<file path="src/pkg/pdm_pkg.sv">
package pdm_pkg;
  // Register map
  localparam logic [31:0] PDM_STBY_CTRL_ADDR = 32'hffff8614;
  localparam logic [7:0] PDM_STBY_CTRL_RESET = 8'h1f;
  localparam int PDM_DEEP_STOP_BIT = 7;
  localparam int PDM_PORT_FLOAT_BIT = 6;
  localparam logic [7:0] PDM_RSVD_READ = 8'h1f;
  localparam logic [7:0] PDM_UNMAPPED_READ = 8'h00;
  // Interrupt priority field
  localparam int PDM_PRIO_W = 4;
  // Power mode of the block
  typedef enum logic [1:0] {
    PDM_RUN,
    PDM_SLEEP,
    PDM_STANDBY
  } pdm_mode_t;
endpackage

</file>
<file path="src/pdm_sync.sv">
`timescale 1ns/1ns
`default_nettype none
// Two-flop synchroniser for pin levels; reset value chosen by parameter
module pdm_sync #(
  parameter logic RST_VAL = 1'b1
) (
  input wire logic ref_clk,
  input wire logic rst,
  input wire logic clk_en,
  input wire logic d,
  output logic q
);
  logic meta_ff;
  logic q_ff;
  logic nxt_meta;
  logic nxt_q;

  // First stage feeds only the second stage
  always_comb begin
    nxt_meta = clk_en ? d : meta_ff;
    nxt_q = clk_en ? meta_ff : q_ff;
  end

  always_ff @(posedge ref_clk or posedge rst) begin
    if (rst) begin
      meta_ff <= RST_VAL;
      q_ff <= RST_VAL;
    end else begin
      meta_ff <= nxt_meta;
      q_ff <= nxt_q;
    end
  end

  assign q = q_ff;
endmodule
`default_nettype wire

</file>
<file path="src/pdm_power_down_ctrl.sv">
//Contract
//RULE_01 - Sleep instruction, deep_stop clear: sleep mode
//RULE_02 - Sleep instruction, deep_stop set: standby mode
//RULE_03 - Sleep keeps clock and peripherals running
//RULE_04 - CPU halts at once, registers retained
//RULE_05 - Standby halts clock, CPU, peripherals
//RULE_06 - deep_stop set refused while watchdog runs
//RULE_07 - Software stops watchdog before requesting standby
//RULE_08 - Standby ports hold or float per select
//RULE_09 - port_float set refused while watchdog runs
//RULE_10 - Reset loads control register with 1f
//RULE_11 - Bit5 reads 0, bits4-0 read 1
//RULE_12 - Accepted interrupt ends sleep, starts exception
//RULE_13 - Masked or disabled interrupt keeps sleep
//RULE_14 - Transfer address error ends sleep
//RULE_15 - Power-on reset ends sleep
//RULE_16 - Manual reset ends sleep
//RULE_17 - Only power-on reset leaves standby
//RULE_18 - Standby entry initialises chosen peripheral registers
`timescale 1ns/1ns
`default_nettype none
module pdm_power_down_ctrl
  import pdm_pkg::*;
(
  input wire logic ref_clk,
  input wire logic rst,
  input wire logic clk_en,
  // Register port
  input wire logic [31:0] reg_addr,
  input wire logic [7:0] reg_wdata,
  input wire logic reg_wr,
  input wire logic reg_rd,
  output logic [7:0] reg_rdata,
  // CPU and watchdog side, same clock
  input wire logic sleep_exec,
  input wire logic watchdog_run_enable,
  input wire logic irq_pending,
  input wire logic irq_src_enabled,
  input wire logic [3:0] irq_level,
  input wire logic [3:0] cpu_mask_level,
  input wire logic xfer_addr_err,
  // Reset pins, asynchronous to the clock
  input wire logic power_on_reset_n,
  input wire logic manual_reset_n,
  // Status and controls
  output logic cpu_halt,
  output logic periph_clk_en,
  output logic sys_clk_run,
  output logic irq_exc_start,
  output logic addr_err_exc_start,
  output logic manual_reset_req,
  output logic periph_standby_init,
  output logic port_hold,
  output logic port_float,
  output logic [1:0] pd_mode
);

  // ----------------------------------------
  // Pin synchronisers
  // ----------------------------------------
  logic por_n_s;
  logic manual_reset_n_n_s;

  // Reset pins are asynchronous; two flops before any logic reads them.
  // Both idle high, so the flops reset high and no false reset follows rst
  pdm_sync #(.RST_VAL(1'b1)) u_sync_por (
    .ref_clk(ref_clk),
    .rst(rst),
    .clk_en(clk_en),
    .d(power_on_reset_n),
    .q(por_n_s)
  );

  pdm_sync #(.RST_VAL(1'b1)) u_sync_manual_reset_n (
    .ref_clk(ref_clk),
    .rst(rst),
    .clk_en(clk_en),
    .d(manual_reset_n),
    .q(manual_reset_n_n_s)
  );

  // ----------------------------------------
  // Control register
  // ----------------------------------------
  logic deep_stop_ff;
  logic port_float_ff;
  logic nxt_deep_stop;
  logic nxt_port_float;
  logic ctrl_hit;
  logic ctrl_wr;
  logic por_active;

  // Full 32-bit compare; any other address reads as zero
  assign ctrl_hit = (reg_addr == PDM_STBY_CTRL_ADDR);
  assign ctrl_wr = reg_wr && ctrl_hit;
  // Synchronised pin; reloads the control bits while low
  assign por_active = !por_n_s;

  // Next value of the two writable bits
  always_comb begin
    nxt_deep_stop = deep_stop_ff;
    nxt_port_float = port_float_ff;
    if (por_active) begin
      // RULE_10 reset initial value
      nxt_deep_stop = PDM_STBY_CTRL_RESET[PDM_DEEP_STOP_BIT];
      nxt_port_float = PDM_STBY_CTRL_RESET[PDM_PORT_FLOAT_BIT];
    end else if (ctrl_wr) begin
      // Clearing is always allowed, so software can back out
      // RULE_06 watchdog blocks deep stop
      if (!reg_wdata[PDM_DEEP_STOP_BIT] || !watchdog_run_enable) begin
        nxt_deep_stop = reg_wdata[PDM_DEEP_STOP_BIT];
      end
      // RULE_09 watchdog blocks float select
      if (!reg_wdata[PDM_PORT_FLOAT_BIT] || !watchdog_run_enable) begin
        nxt_port_float = reg_wdata[PDM_PORT_FLOAT_BIT];
      end
    end
  end

  // Writable bits only; the reserved bits are not stored at all
  always_ff @(posedge ref_clk or posedge rst) begin
    if (rst) begin
      deep_stop_ff <= PDM_STBY_CTRL_RESET[PDM_DEEP_STOP_BIT];
      port_float_ff <= PDM_STBY_CTRL_RESET[PDM_PORT_FLOAT_BIT];
    end else if (clk_en) begin
      deep_stop_ff <= nxt_deep_stop;
      port_float_ff <= nxt_port_float;
    end
  end

  // ----------------------------------------
  // Read data
  // ----------------------------------------
  logic [7:0] rdata_ff;
  logic [7:0] nxt_rdata;
  logic ctrl_rd;

  // A read is only answered on an enabled edge
  assign ctrl_rd = reg_rd && ctrl_hit && clk_en;

  // Data stand for one cycle and are zero otherwise, so a stale
  // value is never taken for a fresh answer
  always_comb begin
    nxt_rdata = PDM_UNMAPPED_READ;
    if (ctrl_rd) begin
      // RULE_11 reserved bits fixed on read, writes ignored
      nxt_rdata = PDM_RSVD_READ;
      nxt_rdata[PDM_DEEP_STOP_BIT] = deep_stop_ff;
      nxt_rdata[PDM_PORT_FLOAT_BIT] = port_float_ff;
    end
  end

  // No enable here: a frozen clock drops the data to zero
  always_ff @(posedge ref_clk or posedge rst) begin
    if (rst) begin
      rdata_ff <= PDM_UNMAPPED_READ;
    end else begin
      rdata_ff <= nxt_rdata;
    end
  end

  assign reg_rdata = rdata_ff;

  // ----------------------------------------
  // Power mode machine
  // ----------------------------------------
  pdm_mode_t mode_ff;
  pdm_mode_t nxt_mode;
  logic irq_exc_ff;
  logic nxt_irq_exc;
  logic aerr_exc_ff;
  logic nxt_aerr_exc;
  logic manual_reset_n_ff;
  logic nxt_manual_reset_n;
  logic sby_init_ff;
  logic nxt_sby_init;
  logic irq_accept;

  // Equal priority is not enough: the mask level itself still blocks
  // RULE_13 priority must exceed mask and source be enabled
  assign irq_accept = irq_pending && irq_src_enabled && (irq_level > cpu_mask_level);

  // Next mode; exception pulses default low so each lasts one cycle
  always_comb begin
    nxt_mode = mode_ff;
    nxt_irq_exc = 1'b0;
    nxt_aerr_exc = 1'b0;
    nxt_manual_reset_n = 1'b0;
    nxt_sby_init = 1'b0;
    case (mode_ff)
      PDM_RUN: begin
        if (por_active) begin
          // Sleep instruction is ignored while power-on reset is held
          nxt_mode = PDM_RUN;
        end else if (sleep_exec && deep_stop_ff) begin
          // The bit can only have been set with the watchdog stopped
          // RULE_02 standby entry
          nxt_mode = PDM_STANDBY;
          // RULE_18 one pulse to reset chosen peripheral registers
          nxt_sby_init = 1'b1;
        end else if (sleep_exec) begin
          // RULE_01 sleep entry
          nxt_mode = PDM_SLEEP;
        end
        // Manual reset counts only while power-on reset is inactive
        nxt_manual_reset_n = !manual_reset_n_n_s && !por_active;
      end
      PDM_SLEEP: begin
        // Resets take precedence over exception wakeups
        if (por_active) begin
          // RULE_15 power-on reset ends sleep
          nxt_mode = PDM_RUN;
        end else if (!manual_reset_n_n_s) begin
          // RULE_16 manual reset ends sleep
          nxt_mode = PDM_RUN;
          nxt_manual_reset_n = 1'b1;
        end else if (xfer_addr_err) begin
          // RULE_14 address error wakeup
          nxt_mode = PDM_RUN;
          nxt_aerr_exc = 1'b1;
        end else if (irq_accept) begin
          // RULE_12 interrupt wakeup
          nxt_mode = PDM_RUN;
          nxt_irq_exc = 1'b1;
        end else begin
          // RULE_13 masked interrupt keeps sleep
          nxt_mode = PDM_SLEEP;
        end
      end
      PDM_STANDBY: begin
        // Manual reset, interrupts and address errors are ignored here
        // RULE_17 only power-on reset leaves standby
        if (por_active) begin
          nxt_mode = PDM_RUN;
        end
      end
      default: begin
        // Unused code falls back to run
        nxt_mode = PDM_RUN;
      end
    endcase
  end

  // Mode and pulses; frozen with the clock enable
  always_ff @(posedge ref_clk or posedge rst) begin
    if (rst) begin
      mode_ff <= PDM_RUN;
      irq_exc_ff <= 1'b0;
      aerr_exc_ff <= 1'b0;
      manual_reset_n_ff <= 1'b0;
      sby_init_ff <= 1'b0;
    end else if (clk_en) begin
      mode_ff <= nxt_mode;
      irq_exc_ff <= nxt_irq_exc;
      aerr_exc_ff <= nxt_aerr_exc;
      manual_reset_n_ff <= nxt_manual_reset_n;
      sby_init_ff <= nxt_sby_init;
    end
  end

  // ----------------------------------------
  // Outputs
  // ----------------------------------------
  // RULE_04 halt follows the mode register directly, no pipeline
  assign cpu_halt = (mode_ff != PDM_RUN);
  // RULE_03 clock stays up in sleep
  assign sys_clk_run = (mode_ff != PDM_STANDBY);
  // RULE_05 standby stops peripherals and clock
  assign periph_clk_en = (mode_ff != PDM_STANDBY);
  // RULE_08 ports hold or float only in standby
  assign port_hold = (mode_ff == PDM_STANDBY) && !port_float_ff;
  assign port_float = (mode_ff == PDM_STANDBY) && port_float_ff;

  // Registered pulses to the core, one cycle each while enabled
  assign irq_exc_start = irq_exc_ff;
  assign addr_err_exc_start = aerr_exc_ff;
  // Level while the pin is low in run mode, so the core sees it settle
  assign manual_reset_req = manual_reset_n_ff;

  // RULE_18 peripherals reset chosen registers
  assign periph_standby_init = sby_init_ff;

  // Mode code for status; follows the mode register directly
  assign pd_mode = mode_ff;

endmodule
`default_nettype wire

</file>
<file path="config.mk">
export PLATFORM = sky130hd
export DESIGN_NAME = pdm_power_down_ctrl
export DESIGN_NICKNAME = d
export VERILOG_FILES = /design/src/pkg/pdm_pkg.sv /design/src/pdm_sync.sv /design/src/pdm_power_down_ctrl.sv
export SDC_FILE = /design/constraint.sdc
export NUM_CORES = 1
export LEC_CHECK = 0
export ABC_AREA = 1
export BUFFER_PORTS_ARGS = -buffer_cell sky130_fd_sc_hd__clkbuf_2
export CAP_MARGIN = 5
export CORE_UTILIZATION = 44
export DETAILED_ROUTE_END_ITERATION = 6
export PLACE_DENSITY = 0.91
export SLEW_MARGIN = 25
export SYNTH_ARGS = -nofsm -noshare
export SYNTH_HDL_FRONTEND = slang
export SYNTH_SLANG_ARGS = --single-unit
</file>
<file path="constraint.sdc">
create_clock -name ref_clk -period 1.6 [get_ports ref_clk]
set_input_delay 0.08 -clock ref_clk [delete_from_list [all_inputs] [get_ports ref_clk]]
set_output_delay 0.08 -clock ref_clk [all_outputs]
set_load 0.03 [all_outputs]
</file>
# Word-level counts from Yosys, hierarchy flattened
# Cells that the tools add are included.
dict set report classes {
  n_lt_le_gt_ge 1
  eq_ne 9
  mux 31
  n_reduce_logical 21
}
# cell n
set ops {}
lappend ops {{$eq A32 B32 Y1 const B} 1}
lappend ops {{$mux W1} 24}
lappend ops {{$ne A2 B2 Y1 const B} 5}
lappend ops {{$logic_and A1 B1 Y1} 9}
lappend ops {{$reduce_and A3 Y1} 3}
lappend ops {{$mux W2} 4}
lappend ops {{$mux W8} 1}
lappend ops {{$pmux W2 S3} 1}
lappend ops {{$logic_not A1 Y1} 5}
lappend ops {{$gt A4 B4 Y1} 1}
lappend ops {{$ne A4 B4 Y1 const B} 1}
lappend ops {{$eq A2 B1 Y1 const B} 1}
lappend ops {{$eq A2 B2 Y1 const B} 1}
lappend ops {{$logic_not A2 Y1} 1}
lappend ops {{$logic_or A1 B1 Y1} 2}
lappend ops {{$pmux W1 S2} 1}
lappend ops {{$reduce_bool A2 Y1} 1}
dict set report totals {
  register_bits 20
  inputBits 60
}

# Longest topological paths before layout
dict set report logic_depth {
  word_depth 7
  ltp_mapped 10
}

# By module
# From an unflattened synthesis, not the netlist that was laid out.
dict set report hier_totals {
  hier_cells 177
  hier_area_um2 1108.6
}
# mod n_inst cells_per_inst area_each_um2 seq_area_each_um2
set modules_own_cells {}
lappend modules_own_cells {pdm_power_down_ctrl 1 157 943.4 275.3}
lappend modules_own_cells {pdm_sync 2 10 82.6 52.6}

# Worst setup path after synthesis
# No wires, ideal clock.
dict set report synth_path {
  kind {register to output}
  start {reg mode_ff[1] (netlist: pd_mode[1])}
  end {out port_float}
  arrival_ns 1.387
  path_slack_ns 0.133
  path_stages_with_launch 3
  n_path_buf 0
  path_cell_list {dfrtp_1 nand2_1 nor2_1}
}
dict set report synth_via {
  elab_chain_len 2
}
# element line_no
set synth_rtl {}
lappend synth_rtl {{start, declared} pdm_power_down_ctrl.sv:167} ;# pdm_mode_t mode_ff;
lappend synth_rtl {{start signal, assigned} pdm_power_down_ctrl.sv:253} ;# mode_ff <= nxt_mode;
lappend synth_rtl {{$eq A2 B2 Y1} pdm_power_down_ctrl.sv:272} ;# assign port_float = (mode_ff == PDM_STANDBY) && port_float_ff;
lappend synth_rtl {{$logic_and A1 B1 Y1} pdm_power_down_ctrl.sv:272}
lappend synth_rtl {{end, declared} pdm_power_down_ctrl.sv:54} ;# output logic port_float,
# Every way passes these cells.

# Final worst setup path
dict set report layout_path {
  start {reg mode_ff[0] (netlist: pd_mode[0])}
  end {out port_float}
}
# The elaborated chain is that of the path after synthesis.

==> flow_summary.ini <==
[yosys]
synthSimpleGateAreaFrac = 0.387
synthArstFlopShare = 1.00
synth_edf_count = 0
synth_area_sq_um = 1100
ys_ff_latch = 15
synthesis.nets = 235
synthAdderAreaFrac = 0.0454
synth-compound-area-share = 0.0545
synth.mux.area_fraction = 0
synthXorXnorAreaFrac = 0
postSynthAreaPerCell_sq_um = 6.45
synth_cells = 171
ys.warnings.count = 0
ys.flop_type = dfrtp_1
synth_top_family_by_area = simple AND/OR/NAND/NOR gates
ys_types = 23
ys_seq_area_frac = 0.345

[cells_and_area]
multi_input_area_sq_um = 541
area_growth_pct = 36.0
num_antenna_cells = 0
ff_latch_area_sq_um = 380
layout-drive-gt1-share = 0.355
num-fill-cells = 230
nets = 307
fin_util = 0.659
fin_area_sq_um = 1500
final_cells = 270

[placement]
post-place-ws_ps = 373
gp_congestion = 0.793
dp_hpwl_mm = 2.15
io_buffers = 71
dpl-instance-area_sq_um = 1440
dp_cells = 263

[clock_network]
cts_made_buffers = 3
hold_buffers = 3
cts.sinks = 15
cts-root-buf = clkbuf_4
htreeDepth = 1
clkTransAtPathRegs_ps = 80
post_cts_buffers = 0
cts_resized = 0
clock_latency_ps = 290
cts_tree = yes
clk_path_buf_depth = 2

[sta]
whs_ps = 92.6
fin_ws_ps = 197
maxSlewViolCount = 0
min_period_ps = 1400
rsz0062_at_grt = no
tightestPinTransition_ps = 527
fmax_mhz = 713
final-setup-viol-count = 0
maxSlewHeadroom = 0.648
finalCritPeriodShare = 0.877
setup-tns-final_ps = 0
hold_viol = 0
fin_worst_skew_ps = 4.56

[drt]
post-route-drc-count = 0
drt-initial-drc-count = 19
wl_per_cell_um = 9.21
dr_total_vias = 1248
wirelength_mm = 2.49
drtAntennaViolNets = 0
first_pass_iters = 4
routed_via_density = 4.62

[outcome]
outcome = finished clean

[critical_path]
crit_required_ps = 1520
crit_type = reg2out
path_max_fanout = 4
crit_arrival_ps = 1320
endpoint_kind = output pin
startpoint_type = register

[global_route]
track_usage = 0.206
antenna_found_initial = 0
grt_pass1_wl_mm = 4.22
grt_max_degree = 16
grt_pass1_vias = 1105
grt_overflow = 0

[floorplanning]
ios = 79
die_x_um = 52.1
row_count = 17
core_sq_um = 2280
start_util = 0.484
fp.dieH_um = 52.1
dieArea_sq_um = 2710

[pwr]
finalPower_mw = 0.931
vdd_drop_max_mv = 0.618
power_density_nw_per_um2 = 621
p_leak_nw = 0.932

[job]
cap_viol_max_count = 0

[worst_hold_path]
min_path_type = in2reg
-- power by group --
group / switching [mW] / internal [mW]
sequential: 0.0260 / 0.413
clock: 0.119 / 0.0970
combinational: 0.165 / 0.111
-- worst paths after layout --
| check | startpoint | to | slack [ps] | depth (start not counted) |
|---|---|---|---|---|
| hold reg to reg | u_sync_por.meta_ff | u_sync_por.meta_ff | 480 | 2 |
| min in group asynchronous | rst | pd_mode[1] | 350 | 3 |
| max in group asynchronous | rst | u_sync_manual_reset_n.q | 880 | 3 |
| setup reg to reg | u_sync_por.q | manual_reset_req | 400 | 2 |
| setup / recovery | pd_mode[0] | port_float | 200 | 4 |
| hold / removal | xfer_addr_err | addr_err_exc_start | 90 | 2 |
-- cells by family (layout without fill, tap and decap cells) --
group           after synthesis  count (layout)
flops                        15              15
fa+ha+maj                     4               4
buf+inv                      42             113
compound gates               10              10
other cells                   1               1
simple gates                 99              99
-- critical path, cell delays in order (launching register included) --
cell	delay, ps
dfrtp_1	430
inv_1	130
nand2_1	120
nor2_1	140
clkbuf_2	220
-- sequential cells by signal, indices dropped and copies added (netlist names) --
name,count
addr_err_exc_start,1
u_sync_por.q,1
periph_standby_init,1
port_float_ff,1
reg_rdata,3
u_sync_manual_reset_n.meta_ff,1
pd_mode,2
u_sync_por.meta_ff,1
deep_stop_ff,1
irq_exc_start,1
u_sync_manual_reset_n.q,1
manual_reset_req,1
-- per-layer routing --
metal / GRT usage / wire length, um / vias to the layer above
li1: - / - / 664
met1: 0.233 / 1080 / 543
met2: 0.389 / 1250 / 39
met3: 0.0380 / 137 / 2
met4: 0.0541 / 14 / 0
met5: 0 / 0 / -
-- final cells by class --
| class | instances | area share |
|---|---|---|
| repair buffers | 74 | 0.257 |
| flip-flops and latches | 15 | 0.254 |
| well taps | 28 | 0.0234 |
| inverters | 35 | 0.0876 |
| multi-input cells | 114 | 0.361 |
| clock buffers | 4 | 0.0175 |
-- placed cells by master (no fill, tap or decap), types with 2 or more instances in the layout --
cell | synthesis | final
a21oi_1 | 2 | 2
clkbuf_2 | 0 | 71
clkbuf_4 | 0 | 3
dfrtp_1 | 11 | 11
dfstp_2 | 4 | 4
dlygate4sd3_1 | 0 | 3
ha_1 | 4 | 4
inv_1 | 31 | 31
inv_2 | 4 | 4
nand2_1 | 59 | 59
nand3_1 | 7 | 7
nand4_1 | 8 | 8
nor2_1 | 19 | 19
o21ai_0 | 5 | 5
-- synth_stat cells, drive strengths merged (2+ instances only) --
| library cell | number | area (sq um) |
|---|---|---|
| dfstp | 4 | 105 |
| ha | 4 | 50.1 |
| buf | 7 | 50.0 |
| nor2 | 20 | 77.6 |
| nand3 | 7 | 35.0 |
| inv | 35 | 131 |
| o21ai | 5 | 25.0 |
| nand4 | 8 | 50.1 |
| nand2 | 60 | 228 |
| a21oi | 2 | 10.0 |
| dfrtp | 11 | 275 |
(Power assumes the default switching activity.)
